[src/hdl/nasd_params.svh]
// Constants of the node address strap decoder: offsets, fields, resets, timing.
`ifndef NASD_PARAMS_SVH
`define NASD_PARAMS_SVH

// ==========================================================================
// Register offsets (byte addresses).
`define NASD_OFS_NODE_ADDR   8'h00
`define NASD_OFS_STATUS      8'h04
`define NASD_OFS_MASK        8'h08
`define NASD_OFS_CTRL        8'h0C

// ==========================================================================
// Field positions.
`define NASD_NODE_VALUE_MSB  8
`define NASD_NODE_MODE_BIT   9
`define NASD_NODE_LSS_BIT    10
`define NASD_NODE_DFLT_BIT   11
`define NASD_NODE_ADDR_LSB   16
`define NASD_NODE_ADDR_MSB   23
`define NASD_EV_INIT         0
`define NASD_EV_FAULT        1
`define NASD_EV_STRAP        2
`define NASD_CTRL_FAULT_CLR  0

// ==========================================================================
// Reset and fixed values.
`define NASD_EV_WIDTH        3
`define NASD_MASK_RESET      3'h0
`define NASD_DEFAULT_ADDR    8'hFF
`define NASD_LEVEL_WIDTH     12

// Band thresholds in millivolts, rising.
`define NASD_THR_1           12'd530
`define NASD_THR_2           12'd1410
`define NASD_THR_3           12'd2010
`define NASD_THR_4           12'd2430
`define NASD_THR_5           12'd2750
`define NASD_THR_6           12'd3010
`define NASD_THR_7           12'd3220

// ==========================================================================
// Timing.
`define NASD_CLK_HZ          10000000
`define NASD_SETTLE_US       1000
`define NASD_SETTLE_CYCLES   ((`NASD_SETTLE_US * (`NASD_CLK_HZ / 1000000)))
`define NASD_FLASH_S         1
`define NASD_FLASH_CYCLES    ((`NASD_FLASH_S * `NASD_CLK_HZ))

`endif

[src/hdl/nasd_pkg.sv]
// Types shared by the node address strap decoder files.
package nasd_pkg;

  // ========================================================================
  // One strap code per selection input.
  typedef logic [2:0] nasd_code_type;

  // Assembled node-address value, high code in the top bits.
  typedef struct packed {
    nasd_code_type high;
    nasd_code_type mid;
    nasd_code_type low;
  } nasd_value_type;

  // Sequencer states.
  typedef enum logic [1:0] {
    NASD_SETTLE,
    NASD_LATCH,
    NASD_RUN
  } nasd_state_type;

endpackage

[src/hdl/nasd_top.sv]
// Node address strap decoder: strap capture, mode select, status and APB.
//
// Our own choices: the address map and the APB interface to the registers.
`timescale 1ns/100ps
`include "nasd_params.svh"

module nasd_top #(
  parameter int SETTLE_CYCLES = `NASD_SETTLE_CYCLES,
  parameter int FLASH_CYCLES  = `NASD_FLASH_CYCLES
) (
  input  wire logic                           sys_clk,
  input  wire logic                           rst_b,
  // Sensed strap levels in millivolts.
  input  wire logic [`NASD_LEVEL_WIDTH-1:0]   strap_select_low,
  input  wire logic [`NASD_LEVEL_WIDTH-1:0]   strap_select_mid,
  input  wire logic [`NASD_LEVEL_WIDTH-1:0]   strap_select_high,
  // Error condition from the drive core, same clock.
  input  wire logic                           drive_error,
  // APB slave.
  input  wire logic                           psel,
  input  wire logic                           penable,
  input  wire logic                           pwrite,
  input  wire logic [7:0]                     paddr,
  input  wire logic [31:0]                    pwdata,
  output logic      [31:0]                    prdata,
  output logic                                pready,
  output logic                                pslverr,
  // Status outputs.
  output logic                                drive_ready_output,
  output logic                                drive_fault_output,
  output logic      [7:0]                     node_address,
  output logic                                vendor_can_mode,
  output logic                                lss_inactive,
  output logic                                irq
);

  // ========================================================================
  // Declarations.
  nasd_pkg::nasd_code_type  code_low;
  nasd_pkg::nasd_code_type  code_mid;
  nasd_pkg::nasd_code_type  code_high;
  nasd_pkg::nasd_value_type live_value;
  nasd_pkg::nasd_value_type node_value;
  nasd_pkg::nasd_state_type state;
  logic [31:0]              settle_count;
  logic [31:0]              flash_count;
  logic                     flash_phase;
  logic                     init_done;
  logic                     default_id;
  logic                     fault;
  logic                     fault_q;
  logic                     strap_mismatch;
  logic [`NASD_EV_WIDTH-1:0] events;
  logic [`NASD_EV_WIDTH-1:0] status;
  logic [`NASD_EV_WIDTH-1:0] mask;
  logic [`NASD_EV_WIDTH-1:0] read_clear;
  logic                     setup_phase;
  logic                     access_phase;
  logic                     addr_hit;
  logic                     wr_ctrl;
  logic                     wr_mask;
  logic                     rd_status;
  logic [31:0]              next_prdata;
  logic [8:0]               raw_value;
  logic [7:0]               next_address;

  // ========================================================================
  // Quantisers, one per selection input.
  nasd_quantizer u_q_low (
    .sys_clk  (sys_clk),
    .rst_b    (rst_b),
    .level_mv (strap_select_low),
    .code     (code_low)
  );

  nasd_quantizer u_q_mid (
    .sys_clk  (sys_clk),
    .rst_b    (rst_b),
    .level_mv (strap_select_mid),
    .code     (code_mid)
  );

  nasd_quantizer u_q_high (
    .sys_clk  (sys_clk),
    .rst_b    (rst_b),
    .level_mv (strap_select_high),
    .code     (code_high)
  );

  // Assemble the live value from the three codes.
  always_comb begin
    live_value.low  = code_low;
    live_value.mid  = code_mid;
    live_value.high = code_high;
  end

  // ========================================================================
  // Start-up sequencer: wait for the strap levels to settle, then latch.
  // Latching once avoids the address moving under a running network.
  always_ff @(posedge sys_clk) begin
    if (!rst_b) begin
      state        <= nasd_pkg::NASD_SETTLE;
      settle_count <= 32'h0;
    end else begin
      case (state)
        nasd_pkg::NASD_SETTLE: begin
          if (settle_count >= 32'(SETTLE_CYCLES - 1)) begin
            state <= nasd_pkg::NASD_LATCH;
          end else begin
            settle_count <= settle_count + 32'h1;
          end
        end
        nasd_pkg::NASD_LATCH: begin
          state <= nasd_pkg::NASD_RUN;
        end
        nasd_pkg::NASD_RUN: begin
          state <= nasd_pkg::NASD_RUN;
        end
        default: begin
          state <= nasd_pkg::NASD_SETTLE;
        end
      endcase
    end
  end

  // Latched node value, taken once in the latch state.
  always_ff @(posedge sys_clk) begin
    if (!rst_b) begin
      node_value <= '0;
    end else if (state == nasd_pkg::NASD_LATCH) begin
      node_value <= live_value;
    end
  end

  assign init_done = (state == nasd_pkg::NASD_RUN);

  // Grounded or open straps all read as code zero.
  assign default_id = (node_value == '0);

  // ========================================================================
  // Address arithmetic: 64*high - 128 + 8*mid + low kept to seven bits.
  // Subtracting 128 never touches bits 6..0, so bit 8 and bit 7 drop out.
  always_comb begin
    raw_value    = node_value;
    next_address = {1'b0, raw_value[6:0]};
    if (default_id) begin
      next_address = `NASD_DEFAULT_ADDR;
    end
  end

  // Registered address and mode outputs.
  always_ff @(posedge sys_clk) begin
    if (!rst_b) begin
      node_address    <= `NASD_DEFAULT_ADDR;
      vendor_can_mode <= 1'b0;
      lss_inactive    <= 1'b0;
    end else begin
      node_address    <= next_address;
      // Bit 7 picks the protocol; the default case forces CANopen.
      vendor_can_mode <= raw_value[7] && !default_id;
      lss_inactive    <= init_done && default_id;
    end
  end

  // ========================================================================
  // Error tracking: a drive error or a strap that moves after latching.
  assign strap_mismatch = init_done && (live_value != node_value);

  // Fault stays until cleared; a new error in the clear cycle wins.
  always_ff @(posedge sys_clk) begin
    if (!rst_b) begin
      fault <= 1'b0;
    end else if (drive_error || strap_mismatch) begin
      fault <= 1'b1;
    end else if (wr_ctrl && pwdata[`NASD_CTRL_FAULT_CLR]) begin
      fault <= 1'b0;
    end
  end

  // ========================================================================
  // One-second flash timer, running only in the default case.
  always_ff @(posedge sys_clk) begin
    if (!rst_b) begin
      flash_count <= 32'h0;
      flash_phase <= 1'b0;
    end else if (!(init_done && default_id)) begin
      flash_count <= 32'h0;
      flash_phase <= 1'b0;
    end else if (flash_count >= 32'(FLASH_CYCLES - 1)) begin
      flash_count <= 32'h0;
      flash_phase <= !flash_phase;
    end else begin
      flash_count <= flash_count + 32'h1;
    end
  end

  // Ready and fault outputs.
  always_ff @(posedge sys_clk) begin
    if (!rst_b) begin
      drive_ready_output <= 1'b0;
      drive_fault_output <= 1'b0;
    end else begin
      drive_fault_output <= fault || drive_error;
      if (!init_done || fault || drive_error) begin
        drive_ready_output <= 1'b0;
      end else if (default_id) begin
        drive_ready_output <= flash_phase;
      end else begin
        drive_ready_output <= 1'b1;
      end
    end
  end

  // ========================================================================
  // Events: init done, fault rising, strap moved.
  always_ff @(posedge sys_clk) begin
    if (!rst_b) begin
      fault_q <= 1'b0;
    end else begin
      fault_q <= fault;
    end
  end

  always_comb begin
    events                  = '0;
    events[`NASD_EV_INIT]   = (state == nasd_pkg::NASD_LATCH);
    events[`NASD_EV_FAULT]  = fault && !fault_q;
    events[`NASD_EV_STRAP]  = strap_mismatch;
  end

  // Sticky status; a read clears only the bits it returned, so an event
  // landing between setup and access is never lost, and set beats clear.
  always_ff @(posedge sys_clk) begin
    if (!rst_b) begin
      status <= '0;
    end else begin
      status <= (status & ~read_clear) | events;
    end
  end

  assign read_clear = rd_status ? prdata[`NASD_EV_WIDTH-1:0] : '0;

  // Level interrupt from unmasked status bits.
  always_ff @(posedge sys_clk) begin
    if (!rst_b) begin
      irq <= 1'b0;
    end else begin
      irq <= |(((status & ~read_clear) | events) & mask);
    end
  end

  // ========================================================================
  // APB decode. Zero wait states; data is staged in the setup cycle.
  assign setup_phase  = psel && !penable;
  assign access_phase = psel && penable;
  assign addr_hit     = (paddr == `NASD_OFS_NODE_ADDR) ||
                        (paddr == `NASD_OFS_STATUS)    ||
                        (paddr == `NASD_OFS_MASK)      ||
                        (paddr == `NASD_OFS_CTRL);
  assign wr_ctrl      = access_phase && pwrite && (paddr == `NASD_OFS_CTRL);
  assign wr_mask      = access_phase && pwrite && (paddr == `NASD_OFS_MASK);
  assign rd_status    = access_phase && !pwrite && (paddr == `NASD_OFS_STATUS);
  assign pready       = 1'b1;
  assign pslverr      = access_phase && !addr_hit;

  // Mask register.
  always_ff @(posedge sys_clk) begin
    if (!rst_b) begin
      mask <= `NASD_MASK_RESET;
    end else if (wr_mask) begin
      mask <= pwdata[`NASD_EV_WIDTH-1:0];
    end
  end

  // Read mux; unmapped addresses read zero.
  always_comb begin
    next_prdata = 32'h0;
    case (paddr)
      `NASD_OFS_NODE_ADDR: begin
        next_prdata[`NASD_NODE_VALUE_MSB:0] = node_value;
        next_prdata[`NASD_NODE_MODE_BIT]    = vendor_can_mode;
        next_prdata[`NASD_NODE_LSS_BIT]     = lss_inactive;
        next_prdata[`NASD_NODE_DFLT_BIT]    = init_done;
        next_prdata[`NASD_NODE_ADDR_MSB:`NASD_NODE_ADDR_LSB] = node_address;
      end
      `NASD_OFS_STATUS: begin
        next_prdata[`NASD_EV_WIDTH-1:0] = status | events;
      end
      `NASD_OFS_MASK: begin
        next_prdata[`NASD_EV_WIDTH-1:0] = mask;
      end
      `NASD_OFS_CTRL: begin
        next_prdata[`NASD_CTRL_FAULT_CLR] = fault;
      end
      default: begin
        next_prdata = 32'h0;
      end
    endcase
  end

  // Read data register, loaded in the setup cycle and held through access.
  always_ff @(posedge sys_clk) begin
    if (!rst_b) begin
      prdata <= 32'h0;
    end else if (setup_phase) begin
      prdata <= next_prdata;
    end
  end

endmodule

[src/hdl/nasd_quantizer.sv]
// Two-flop synchroniser and eight-band quantiser for one strap level.
`timescale 1ns/100ps
`include "nasd_params.svh"

module nasd_quantizer (
  input  wire logic                           sys_clk,
  input  wire logic                           rst_b,
  input  wire logic [`NASD_LEVEL_WIDTH-1:0]   level_mv,
  output nasd_pkg::nasd_code_type             code
);

  localparam logic [`NASD_LEVEL_WIDTH-1:0] THR [1:7] = '{
    `NASD_THR_1, `NASD_THR_2, `NASD_THR_3, `NASD_THR_4,
    `NASD_THR_5, `NASD_THR_6, `NASD_THR_7
  };

  logic [`NASD_LEVEL_WIDTH-1:0] meta_q;
  logic [`NASD_LEVEL_WIDTH-1:0] sync_q;
  logic [7:1]                   above;
  nasd_pkg::nasd_code_type      next_code;

  // ========================================================================
  // Synchroniser; straps are static, so a word-wide sync is acceptable.
  always_ff @(posedge sys_clk) begin
    if (!rst_b) begin
      meta_q <= '0;
      sync_q <= '0;
    end else begin
      meta_q <= level_mv;
      sync_q <= meta_q;
    end
  end

  // ========================================================================
  // One comparator per band edge gives a thermometer code.
  genvar gi;
  generate
    for (gi = 1; gi <= 7; gi++) begin : g_band
      assign above[gi] = (sync_q >= THR[gi]);
    end
  endgenerate

  // Count the edges passed; a level on an edge goes to the upper band.
  always_comb begin
    next_code = 3'h0;
    for (int i = 1; i <= 7; i++) begin
      if (above[i]) begin
        next_code = 3'(i);
      end
    end
  end

  // Registered code.
  always_ff @(posedge sys_clk) begin
    if (!rst_b) begin
      code <= 3'h0;
    end else begin
      code <= next_code;
    end
  end

endmodule

[config.mk]
export PLATFORM = sky130hd
export DESIGN_NAME = nasd_top
export DESIGN_NICKNAME = d
export VERILOG_FILES = /design/src/hdl/nasd_pkg.sv /design/src/hdl/nasd_top.sv /design/src/hdl/nasd_quantizer.sv
export VERILOG_INCLUDE_DIRS = /design/src /design/src/hdl
export SDC_FILE = /design/constraint.sdc
export NUM_CORES = 1
export LEC_CHECK = 0
export BUFFER_PORTS_ARGS = -buffer_cell sky130_fd_sc_hd__buf_2
export CAP_MARGIN = 20
export CORE_UTILIZATION = 50
export DETAILED_ROUTE_END_ITERATION = 8
export GPL_TIMING_DRIVEN = 0
export HOLD_SLACK_MARGIN = 0.12
export PLACE_DENSITY = 0.79
export SLEW_MARGIN = 20
export SYNTH_ARGS = -nofsm -noshare
export SYNTH_HDL_FRONTEND = slang
export SYNTH_HIERARCHICAL = 1
export SYNTH_SLANG_ARGS = --single-unit
[constraint.sdc]
create_clock -name sys_clk -period 3 [get_ports sys_clk]
set_input_delay 0.6 -clock sys_clk [delete_from_list [all_inputs] [get_ports sys_clk]]
set_output_delay 0.6 -clock sys_clk [all_outputs]
set_load 0.02 [all_outputs]
== Yosys cells after proc, flatten, opt, wreduce, memory -nomap -nowiden ==
Cells that the tools add are included.

* Add/subtract/negate cells: 2
* $mul: 0
* Divide/modulo/power cells: 0
* Equal/unequal tests: 7
* Multiplexer cells: 32
* Reductions and logical operators: 38
* Bitwise operators: 8
* $lt $le $gt $ge: 23
* Shifts and indexed selects: 0

{| class="wikitable"
|+ Operators by type and width
! cell !! number
|-
| 12-bit greater-or-equal comparator, second input constant || 12
|-
| 12-bit by 11-bit greater-or-equal comparator with 1-bit output, second input constant || 6
|-
| 32-bit by 1-bit adder with 32-bit output, second input constant || 2
|-
| 3-bit two-way mux || 13
|-
| 12-bit by 10-bit greater-or-equal comparator with 1-bit output, second input constant || 3
|-
| 32-bit by 14-bit greater-or-equal comparator with 1-bit output, second input constant || 1
|-
| 32-bit by 24-bit greater-or-equal comparator with 1-bit output, second input constant || 1
|-
| 8-bit by 4-bit == test with 1-bit output, second input constant || 2
|-
| 8-bit two-way mux || 2
|-
| 2-bit two-way mux || 7
|-
| 1-bit logical AND || 13
|-
| 9-bit zero test || 1
|-
| 9-bit two-way mux || 1
|-
| 9-bit != test || 1
|-
| 8-bit by 3-bit == test with 1-bit output, second input constant || 1
|-
| 8-bit zero test || 1
|-
| 1-bit zero test || 7
|-
| 1-bit logical OR || 7
|-
| 3-bit AND || 2
|-
| 1-bit two-way mux || 6
|-
| 3-bit OR || 2
|-
| 2-bit one-hot mux with 3 select lines || 1
|-
| 2-bit OR reduction || 3
|-
| 3-bit OR reduction || 2
|-
| other kinds (10) || 13
|}

* Bits in latches: 0
* Output and inout bits: 47
* Input port bits: 82
* Bits in registers: 198
* Memories kept: 0
* Logic and storage cells: 138
* RAM bits: 0
* Memory bits (read-only): 0

== Longest topological paths before layout ==
Gate-level depths: netlist (run 1).

* Depth after elaboration: 9
* Gate-level depth with buffers: 7
* Mapped depth without buffers: 6

== By module ==
The synthesis (run 1) kept the hierarchy.

{| class="wikitable"
|+ Modules (own cells, without submodules)
! module !! seq. area each (um2) !! times used !! area an instance (um2) !! cells each
|-
| nasd_top || 2,342.2 || 1 || 4,672.0 || 498
|-
| nasd_quantizer || 500.5 || 3 || 955.9 || 95
|}

== Least setup slack after synthesis (run 1) ==
No wires, ideal clock.

* Path kind: input-to-reg
* From: input port paddr[1]
* To: register prdata[10]
* Buffers on the path: 1
* Arrival: 2.121 ns
* Stages on the path: 6
* Path slack: 0.814 ns
* Data required time: 2.935 ns
* Library setup time: 0.065 ns
* Path through: nor4_1 nand2_1 nor4_2 buf_2 a22oi_1 nor2_1

* Cells in the longest elaborated chain, start to end: 2

{| class="wikitable"
|+ Ends and longest elaborated chain
! what !! RTL line !! text
|-
| start: declaration || nasd_top.sv:23 || <nowiki>input wire logic [7:0] paddr,</nowiki>
|-
| 8-bit zero test || nasd_top.sv:278 || <nowiki>case (paddr)</nowiki>
|-
| 9-bit two-way mux || nasd_top.sv:278 ||
|-
| end signal: assignment || nasd_top.sv:306 || <nowiki>prdata <= next_prdata;</nowiki>
|-
| end: declaration || nasd_top.sv:25 || <nowiki>output logic [31:0] prdata,</nowiki>
|}

Every way passes these cells.
A chain may end at the register's enable or synchronous reset.

== Final worst setup path (run 1) ==
* From: register flash_count[0]
* To: register flash_count[6]

* Cells in the longest elaborated chain, start to end: 2
* Elaborated cells on any way between the ends: 3
* Those cells by class: add/sub: 1; order compare: 1; reduce/logical: 1

{| class="wikitable"
|+ Ends and longest elaborated chain
! what !! RTL line !! text
|-
| start: declaration || nasd_top.sv:46 || <nowiki>logic [31:0] flash_count;</nowiki>
|-
| start signal: assignment || nasd_top.sv:193 || <nowiki>flash_count <= flash_count + 32'h1;</nowiki>
|-
| 32-bit by 24-bit greater-or-equal comparator with 1-bit output || nasd_top.sv:189 || <nowiki>end else if (flash_count >= 32'(FLASH_CYCLES - 1)) begin</nowiki>
|-
| 3-bit OR reduction (no line) || -- ||
|}

Several ways; a longest one is shown, not always the timed one.

==> results.ini, run 1 <==
[worst_hold_path]
hold_class=primary input to flop
worstHoldPathCells=2
whs_endpoint=u_q_low/meta_q[2]$_SDFF_PN0_
hold_start=strap_select_low[2]

[pwr]
reg_power_frac=0.493
power_frac_clock=0.462
internal_power_mw=4.24
p_leak_nw=3.60
netSwitchingPower_mw=1.13
swShare=0.211
ir_worst_vdd_mv=0.423
pwr_density_cell_mw_per_mm2=602
power.share.combinational=0.045

[placement]
place.port_buffers=81
routabilityCongestion=0.891
post_detail_place_hpwl_um=9960
dp_cells=1068

[synth]
yosys.cell_count.top_type=dfxtp_1
synth.yosys.seq_area_share=0.510
synth.area.top_cells=dfxtp_1 51%, and2_1 7.5%, nor2_1 4.2%
synth_largest_type_area_fraction=0.510
post-synth-top-area-cell=dfxtp_1
synthesis.area_sq_mm=0.00754
number_of_enable_flip_flop_cells_after_synthesis=0
yosysWarnings=6
postSynth.topFlopCell=dfxtp_1
avgSynthCellArea_sq_um=9.63
yosys_register_bits=192
post_synth_most_frequent_cells=192 x dfxtp_1, 90 x and2_1, 84 x nor2_1
synth_cell_type_count=59
post_synth_inst_count=783
async_flop_share=0

[sta]
timing.slew.headroom=0.302
max_freq_mhz=390
grt_setup_unrepaired=false
worst_clock_skew_ns=0.00688
timing.final.crit_period_ns=2.57
report.final.hold_viol_count=0
setup_tns_after_final_layout_ns=0
final-max-slew-violation-count=0
setup-violations-final=0
finalCritPeriodShare=0.856
transition_time_at_the_pin_with_the_least_slew_margin_ns=1.04

[drt]
number_of_violations_reported_at_the_end_of_detailed_routing_iteration_0=501
drt-vias-per-instance=5.23
wirelength_um=14300
drtAntennaViolNets=0
drc_errors=20
route.detailed.wl_per_inst_um=13.0
route.vias.total=5757
drt_pass1_iterations=7

[worst_setup_path]
crit-reg2reg-launch=flash_count[0]$_SDFF_PP0_
setup.worst_path.start=flash_count[0]$_SDFF_PP0_
critical_path_arrival_ns=2.92
critical_path.reg2reg.endpoint=flash_count[6]$_SDFF_PP0_
timing.critical_path.to_type=flop
peak_fanout_along_the_critical_path=10
ff2ff_path_depth=7
setup.worst_path.start_class=flop
slack_of_the_worst_reg_to_reg_path_ns=0.43
crit_required_ns=3.36
setup.worst_path.class=flop to flop

[finish]
final_cell_count_without_fillers=1100
drive_above_1_share=0.184
nNetsFinal=990
antennaDiodeCount=0
fillerInstances=1240
area_growth_pct=18.2

[clock_network]
clock_tree_buffer_depth=2
root_cell_of_the_clock_tree=clkbuf_16
post_cts_repair_timing_setup_buffer_count=0
cts_made_buffers=17
cts_htree_levels=4
clock_latency_ns=0.43
cts_tree=yes
clk_pin_slew_ns=0.07
cts_num_sinks=192
cts_hold_buf=0
post_cts_resize_count=0

[floorplan]
floorplan.initialDensity=0.515
die_height_um=125
rows=44
dieWidth_um=125
die_area_sq_mm=0.0156
design.portCount=129
floorplan.core_area_sq_mm=0.0146

[global_route]
pin_count_of_the_biggest_net_entering_global_routing=37
via_count_of_the_first_global_routing_pass=5240
antenna_found_initial=0
global_route.overflow_total=0
global_route_wire_length_before_repair_um=24100
grt_util_all_layers=0.192

[job]
maxCapViolCount=0

[run_status]
failed_checks=design-rule violations
outcome=complete, but fails checks

## layer usage
layer / vias to the layer above / GRT usage / routed length [um]
met2: 175 / 0.302 / 6370
met4: 0 / 0.0944 / 311
li1: 2950 / - / -
met5: - / 0 / 0
met1: 2607 / 0.248 / 6840
met3: 25 / 0.0425 / 779
## cell type report
class	instances	area, sq um	share of cell area
sequential	192	3840	0.431
multi-input combinational	547	3450	0.387
clock buffer	18	439	0.0493
timing repair buffer	82	409	0.0459
buffer	47	254	0.0285
tap	184	230	0.0258
clock inverter	14	224	0.0251
inverter	16	60.1	0.00674
## placed cells by master, fill, tap and decap left out, types with 5 or more instances in the layout
master	n
nor3_1	10
buf_4	13
nor4_2	6
o21a_1	8
nor2_1	84
o31ai_1	5
nand2b_1	10
xnor2_1	12
nand2_1	45
buf_2	86
nand3_1	28
nor4_1	12
ha_1	5
inv_1	16
dfxtp_1	192
inv_6	5
conb_1	21
mux2i_1	18
nor2b_1	7
clkbuf_16	17
a22oi_1	21
and3_1	8
bufinv_16	5
clkbuf_1	24
xor2_1	21
nand4_1	23
a211oi_1	10
o21ai_0	6
a21oi_1	20
or2_2	9
and2_1	90
## stage by stage
stage	instance area [sq um]	worst slack [ns]	power (mW)	util	hold slack [ns]
after detailed placement	8250	0.184	2.94	0.563	0.417
final	8910	0.433	5.37	0.609	0.374
after global routing	8910	0.285	5.55	0.609	0.362
after global placement	8250	0.263	2.94	0.563	0.409
after floorplan	7610	0.814	2.87	-	0.406
after CTS	8910	0.438	5.41	0.609	0.356
## registers in the layout (all words and copies together), names as in the netlist, 2 cells and up
register and cells:
u_q_low/meta_q 11, u_q_mid/meta_q 11, state 2, node_address 8, flash_count 32, u_q_low/sync_q 11
u_q_mid/sync_q 11, settle_count 32, prdata 20, status 3, u_q_low/code 3, u_q_high/code 3
u_q_high/meta_q 11, mask 3, u_q_mid/code 3, u_q_high/sync_q 11, node_value 9
## worst max-delay path by stage
stage	endpoint	slack, ns
after floorplan	prdata[10]$_SDFFE_PN0P_	0.81
after global placement	prdata[10]$_SDFFE_PN0P_	0.26
after detailed placement	prdata[10]$_SDFFE_PN0P_	0.18
after CTS	flash_count[6]$_SDFF_PP0_	0.44
after global routing	flash_count[6]$_SDFF_PP0_	0.29
final	flash_count[6]$_SDFF_PP0_	0.43
## logic make-up after synthesis
family,Yosys count,synth area share
compound gates,112,0.113
xor+xnor,33,0.0383
fa+ha+maj,5,0.00830
buf+inv,63,0.0417
flops,192,0.510
mux,20,0.0284
other cells,2,0.000996
simple gates,356,0.260
## power groups by stage
stage | Combinational, mW | Clock [mW] | Sequential [mW]
after floorplan | 0.171 | 0 | 2.69
after global placement | 0.238 | 0 | 2.70
after detailed placement | 0.240 | 0 | 2.70
after CTS | 0.243 | 2.52 | 2.65
after global routing | 0.271 | 2.63 | 2.65
final | 0.242 | 2.48 | 2.65
## worst max-delay path, cell delays in order (launching register included)
cell and delay, ns:
dfxtp_1 0.34, ha_1 0.25, and4_1 0.24, a311o_1 0.35, o311ai_0 0.55, nand3_1 0.31, clkbuf_1 0.30, nor2_1 0.17
No activity file was read; power rests on OpenSTA's default activity.
==> run 2: changes to the inputs <==
--- a/config.mk
+++ b/config.mk
@@ -8,6 +8,7 @@
 export LEC_CHECK = 0
 export BUFFER_PORTS_ARGS = -buffer_cell sky130_fd_sc_hd__buf_2
 export CAP_MARGIN = 20
+export CORE_ASPECT_RATIO = 1.1
 export CORE_UTILIZATION = 50
 export DETAILED_ROUTE_END_ITERATION = 8
 export GPL_TIMING_DRIVEN = 0
==> run 2 against run 1 <==
The run now ends clean. Via count increased by 1.5%. Count of clock-buffer cells in the layout increased by 3. Non-clock buffer count unchanged. Clock power decreased by 12%.
==> results.ini, run 2 (same netlist as run 1, synthesis figures left out) <==
[drt]
number_of_violations_reported_at_the_end_of_detailed_routing_iteration_0=341  ; -32%
route.detailed.wl_per_inst_um=13.4  ; +2.8%
route.vias.total=5846  ; +1.5%
drtAntennaViolNets=0  ; unchanged
drc_errors=0  ; -100%
wirelength_um=14800  ; +3.5%
drt_pass1_iterations=7  ; unchanged
drt-vias-per-instance=5.28  ; +0.81%

[clock_network]
cts_tree=yes
root_cell_of_the_clock_tree=clkbuf_16
cts_made_buffers=17  ; unchanged
clock_latency_ns=0.43  ; about the same
clock_tree_buffer_depth=2  ; unchanged
cts_num_sinks=192  ; unchanged
cts_hold_buf=0  ; unchanged
post_cts_repair_timing_setup_buffer_count=0  ; unchanged
post_cts_resize_count=0  ; unchanged
cts_htree_levels=4  ; unchanged
clk_pin_slew_ns=0.07  ; about the same

[floorplan]
design.portCount=129  ; unchanged
floorplan.core_area_sq_mm=0.0146  ; -0.56%
floorplan.initialDensity=0.518  ; +0.00292
die_area_sq_mm=0.0156  ; about the same
die_height_um=131  ; +4.8%
rows=46  ; +4.5%
dieWidth_um=119  ; -4.6%

[worst_hold_path]
hold_start=strap_select_high[6]
hold_class=primary input to flop
whs_endpoint=u_q_high/meta_q[6]$_SDFF_PN0_
worstHoldPathCells=2  ; unchanged

[placement]
routabilityCongestion=0.896  ; +0.57%
placed_cell_area_sq_mm=0.00826  ; +0.15%
detailedPlace.worstSlack_ns=0.127  ; -0.0566 ns
place.port_buffers=81  ; unchanged
post_detail_place_hpwl_um=10400  ; +4.4%

[global_route]
gr-usage-met2=0.342  ; +0.0393
gr-max-usage-layer=met2
met1_layer_usage_reported_by_global_route=0.239  ; -0.00884
via_count_of_the_first_global_routing_pass=5315  ; +1.4%
global_route.overflow_total=0  ; unchanged
grt_util_all_layers=0.198  ; +0.00672
globalRouteMet3Util=0.0486  ; +0.00609
global_route_wire_length_before_repair_um=24500  ; +1.7%
antenna_found_initial=0  ; unchanged
pin_count_of_the_biggest_net_entering_global_routing=37  ; unchanged

[finish]
layout_common_cells=192 x dfxtp_1, 90 x and2_1, 86 x buf_2, 84 x nor2_1, 45 x nand2_1
stdcell_area_sq_mm=0.00885  ; -0.66%
drive_above_1_share=0.187  ; +0.00218
nNetsFinal=990  ; unchanged
antennaDiodeCount=0  ; unchanged
commonest_non_fill_non_tap_cell_in_the_layout=dfxtp_1
area_growth_pct=17.4
layout_top_registers=flash_count: 32 flops, settle_count: 32 flops, prdata: 20 flops

[pwr]
p_leak_nw=3.55  ; -1.4%
pwr_density_cell_mw_per_mm2=574  ; -4.7%
ir_worst_vdd_mv=0.428  ; +1.3%

[sta]
worst_clock_skew_ns=0.00523  ; -0.00164 ns
max_freq_mhz=387  ; -0.66%
transition_time_at_the_pin_with_the_least_slew_margin_ns=0.828  ; -0.209 ns
report.final.hold_viol_count=0  ; unchanged
timing.slew.headroom=0.441  ; +0.138
setup_tns_after_final_layout_ns=0  ; unchanged
final-max-slew-violation-count=0  ; unchanged
grt_setup_unrepaired=false
setup-violations-final=0  ; unchanged
finalCritPeriodShare=0.861  ; +0.00566
layout_setup_ws_ns=0.416  ; -0.0170 ns
timing.final.crit_period_ns=2.58  ; +0.0170 ns

[run_status]
outcome=completed

[worst_setup_path]
ff2ff_path_depth=7  ; unchanged
crit-reg2reg-launch=flash_count[0]$_SDFF_PP0_
slack_of_the_worst_reg_to_reg_path_ns=0.42  ; -0.02 ns
crit_required_ns=3.37  ; about the same
setup.worst_path.start_class=flop
peak_fanout_along_the_critical_path=10  ; unchanged
critical_path.reg2reg.endpoint=flash_count[7]$_SDFF_PP0_
timing.critical_path.to_type=flop
setup.worst_path.class=flop to flop
critical_path_arrival_ns=2.95  ; +0.03 ns

[job]
maxCapViolCount=0  ; unchanged

[run 2: cell types whose count changed in the layout (fill, tap and decap cells not counted), sizes merged]
cell / delta
inv: -4
buf: -1
bufinv: -4
clkbuf: +4
clkinvlp: +5
[run 2: layout make-up]
type | count | area [sq um]
well taps | 192 | 240
flip-flops and latches | 192 | 3840
clock inverters | 11 | 106
plain buffers | 47 | 254
multi-input cells | 547 | 3460
inverters | 16 | 60.1
fillers | 1220 | 5710
clock buffers | 21 | 480
repair buffers | 82 | 410
[run 2: routing by layer]
layer	up-vias	share of wire
met2	144	0.48
met4	0	0.018
met1	2731	0.45
met3	20	0.050
met5	-	0
li1	2951	-
[run 2: worst max-delay path: stages (launching register included)]
cell,delay [ns]
dfxtp_1,0.34
ha_1,0.25
and4_1,0.25
a311o_1,0.36
o311ai_0,0.55
nand3_1,0.31
clkbuf_1,0.31
nor2_1,0.16
[run 2: report_power, final]
group	internal [mW]	leakage [nW]	switching, mW
registers	2.61	1.57	0.0378
clock network	1.23	0.270	0.955
logic	0.114	1.71	0.130
total	3.96	3.55	1.12
[run 2: worst max path at each step]
stage	startpoint	endpoint	slack, ns	cells after the start
floorplan	paddr[1]	prdata[10]$_SDFFE_PN0P_	0.81	6
global placement	paddr[1]	prdata[19]$_SDFFE_PN0P_	0.18	7
detailed placement	paddr[1]	prdata[19]$_SDFFE_PN0P_	0.13	7
CTS	flash_count[0]$_SDFF_PP0_	flash_count[2]$_SDFF_PP0_	0.38	7
global route	flash_count[0]$_SDFF_PP0_	flash_count[10]$_SDFF_PP0_	0.06	7
finish	flash_count[0]$_SDFF_PP0_	flash_count[7]$_SDFF_PP0_	0.42	7
[run 2: metrics by stage]
| step | cells | power [mW] | utilization | hold WS, ns |
|---|---|---|---|---|
| 6_report | 1108 | 5.08 | 0.608 | 0.372 |
| 4_1_cts | 1107 | 5.11 | 0.608 | 0.359 |
| 3_5_place_dp | 1075 | 2.95 | 0.567 | 0.417 |
| 5_1_grt | 1108 | 5.27 | 0.608 | 0.371 |
| 2_1_floorplan | 802 | 2.87 | - | 0.406 |
| 3_3_place_gp | 1075 | 2.94 | 0.567 | 0.409 |
==> run 3: changes to the inputs <==
--- a/config.mk
+++ b/config.mk
@@ -13,7 +13,7 @@
 export DETAILED_ROUTE_END_ITERATION = 8
 export GPL_TIMING_DRIVEN = 0
 export HOLD_SLACK_MARGIN = 0.12
-export PLACE_DENSITY = 0.79
+export PLACE_DENSITY_LB_ADDON = 0.3
 export SLEW_MARGIN = 20
 export SYNTH_ARGS = -nofsm -noshare
 export SYNTH_HDL_FRONTEND = slang
==> run 3 against run 2 <==
Clock power increased by 9%. Sequential share of layout area shrank 0.16 points. Core utilization rose by 0.23 points. Global-route usage is essentially flat. Sequential cell count did not move. Critical endpoint is now prdata[19]$_SDFFE_PN0P_. Highest routed layer unchanged.
==> results.ini, run 3 (same netlist as run 1, synthesis figures left out) <==
[floorplan]
die_area_sq_mm=0.0156  ; unchanged
design.portCount=129  ; unchanged
rows=46  ; unchanged
floorplan.core_area_sq_mm=0.0146  ; unchanged
floorplan.initialDensity=0.518  ; unchanged
die_height_um=131  ; unchanged
dieWidth_um=119  ; unchanged

[global_route]
via_count_of_the_first_global_routing_pass=5231  ; -1.6%
grt_util_all_layers=0.198  ; -0.000380
antenna_found_initial=0  ; unchanged
pin_count_of_the_biggest_net_entering_global_routing=37  ; unchanged
global_route.overflow_total=0  ; unchanged
global_route_wire_length_before_repair_um=24200  ; -1.1%

[drt]
route.detailed.wl_per_inst_um=13.3  ; -0.55%
drt_pass1_iterations=7  ; unchanged
wirelength_um=14700  ; -0.91%
route.vias.total=5770  ; -1.3%
drc_errors=0  ; unchanged
drtAntennaViolNets=0  ; unchanged
number_of_violations_reported_at_the_end_of_detailed_routing_iteration_0=355  ; +4.1%
drt-vias-per-instance=5.23  ; -0.94%

[sta]
max_freq_mhz=388  ; +0.27%
grt_setup_unrepaired=false
worst_clock_skew_ns=0.00921  ; +0.00398 ns
final-max-slew-violation-count=0  ; unchanged
setup-violations-final=0  ; unchanged
layout_setup_ws_ns=0.423  ; +0.00696 ns
transition_time_at_the_pin_with_the_least_slew_margin_ns=0.966  ; +0.137 ns
report.final.hold_viol_count=0  ; unchanged
timing.slew.headroom=0.351  ; -0.0898
finalCritPeriodShare=0.859  ; -0.00232
timing.final.crit_period_ns=2.58  ; -0.00696 ns

[finish]
fillerInstances=1238  ; +1.5%
final-seq-area_sq_mm=0.00384  ; unchanged
area_growth_pct=17.9
drive_above_1_share=0.181  ; -0.00576
post-route-util=0.610  ; +0.00232
layout_common_cells=192 x dfxtp_1, 90 x and2_1, 86 x buf_2, 84 x nor2_1, 45 x nand2_1
antennaDiodeCount=0  ; unchanged
nNetsFinal=990  ; unchanged
multi_input_area_sq_mm=0.00346  ; unchanged
layout_top_registers=flash_count: 32 flops, settle_count: 32 flops, prdata: 20 flops
commonest_non_fill_non_tap_cell_in_the_layout=dfxtp_1

[pwr]
p_leak_nw=3.59  ; +0.98%
ir_worst_vdd_mv=0.524  ; +22%
pwr_density_cell_mw_per_mm2=593  ; +3.4%

[worst_setup_path]
cp_cell_sequence=buf_2, nor4_1, nand2_1, nor4_2, buf_2, a22oi_1, nor2_1
critical_path.reg2reg.endpoint=flash_count[10]$_SDFF_PP0_
ff2ff_path_depth=7  ; unchanged
crit-reg2reg-launch=flash_count[0]$_SDFF_PP0_
slack_of_the_worst_reg_to_reg_path_ns=0.45  ; +0.03 ns
timing.critical_path.slowest_cell_delay_ns=0.85  ; +0.30 ns
crit_slowest_cell=nor4_2
timing.critical_path.to_type=flop
setup.worst_path.start_class=primary input
crit_required_ns=3.36  ; about the same
critical_path_arrival_ns=2.93  ; -0.02 ns
critical_path.most_common_cell=buf_2
setup.worst_path.class=primary input to flop
peak_fanout_along_the_critical_path=10  ; unchanged

[clock_network]
cts_made_buffers=17  ; unchanged
clk_pin_slew_ns=0.06  ; about the same
post_cts_repair_timing_setup_buffer_count=0  ; unchanged
post_cts_resize_count=0  ; unchanged
cts_tree=yes
clock_latency_ns=0.42  ; about the same
root_cell_of_the_clock_tree=clkbuf_16
cts_num_sinks=192  ; unchanged
clock_tree_buffer_depth=2  ; unchanged
cts_htree_levels=4  ; unchanged
cts_hold_buf=0  ; unchanged

[run_status]
outcome=completed

[placement]
post_detail_place_hpwl_um=10400  ; about the same
detailedPlace.worstSlack_ns=-0.0325  ; -0.160 ns
routabilityCongestion=0.863  ; -3.6%
place.port_buffers=81  ; unchanged

[worst_hold_path]
hold_class=primary input to flop
whs_endpoint=drive_ready_output$_SDFF_PP0_
worstHoldPathCells=2  ; unchanged
hold_start=drive_error

[job]
maxCapViolCount=0  ; unchanged

==> run 3: power breakdown <==
part	leakage [nW]	total [mW]	switching, mW	internal [mW]
sequential	1.57	2.65	0.0383	2.61
combinational	1.71	0.245	0.130	0.114
clock	0.305	2.38	0.876	1.50
==> run 3: per-stage QoR <==
step	instances	power [mW]	hold slack (ns)	cell area [sq um]	setup TNS (ns)
3_3_place_gp	1075	2.94	0.407	8260	0
5_1_grt	1104	5.45	0.361	8890	0
3_5_place_dp	1075	2.94	0.411	8260	-0.174
6_report	1104	5.27	0.377	8890	0
4_1_cts	1103	5.31	0.360	8880	0
2_1_floorplan	802	2.87	0.406	7610	0
==> run 3: per-layer routing <==
metal / vias to the layer above / wire (um) / GRT usage
met5: - / 0 / 0
met4: 0 / 231 / 0.0782
met3: 21 / 604 / 0.0477
met2: 142 / 7080 / 0.342
met1: 2662 / 6760 / 0.239
li1: 2945 / - / -
==> run 3: final cells by class <==
cell class,count,share of cell area
Buffer,47,0.0286
Clock buffer,21,0.0518
Clock inverter,7,0.0180
Inverter,16,0.00676
Multi-Input combinational cell,547,0.389
Sequential cell,192,0.432
Tap cell,192,0.0270
Timing Repair Buffer,82,0.0462
==> run 3: worst max-delay path, delay by kind of cell <==
family,cells,cell delay [ns]
simple gates,4,1.72
buf+inv,2,0.48
compound gates,1,0.12
==> run 3: worst max-delay path by stage <==
stage | slack (ns) | end | start | cells after the start
final | 0.42 | prdata[19]$_SDFFE_PN0P_ | paddr[1] | 7
after CTS | 0.38 | flash_count[10]$_SDFF_PP0_ | flash_count[0]$_SDFF_PP0_ | 7
after global routing | 0.15 | flash_count[4]$_SDFF_PP0_ | flash_count[0]$_SDFF_PP0_ | 7
after floorplan | 0.81 | prdata[10]$_SDFFE_PN0P_ | paddr[1] | 6
after global placement | 0.08 | prdata[20]$_SDFFE_PN0P_ | paddr[1] | 7
after detailed placement | -0.03 | prdata[9]$_SDFFE_PN0P_ | paddr[1] | 7
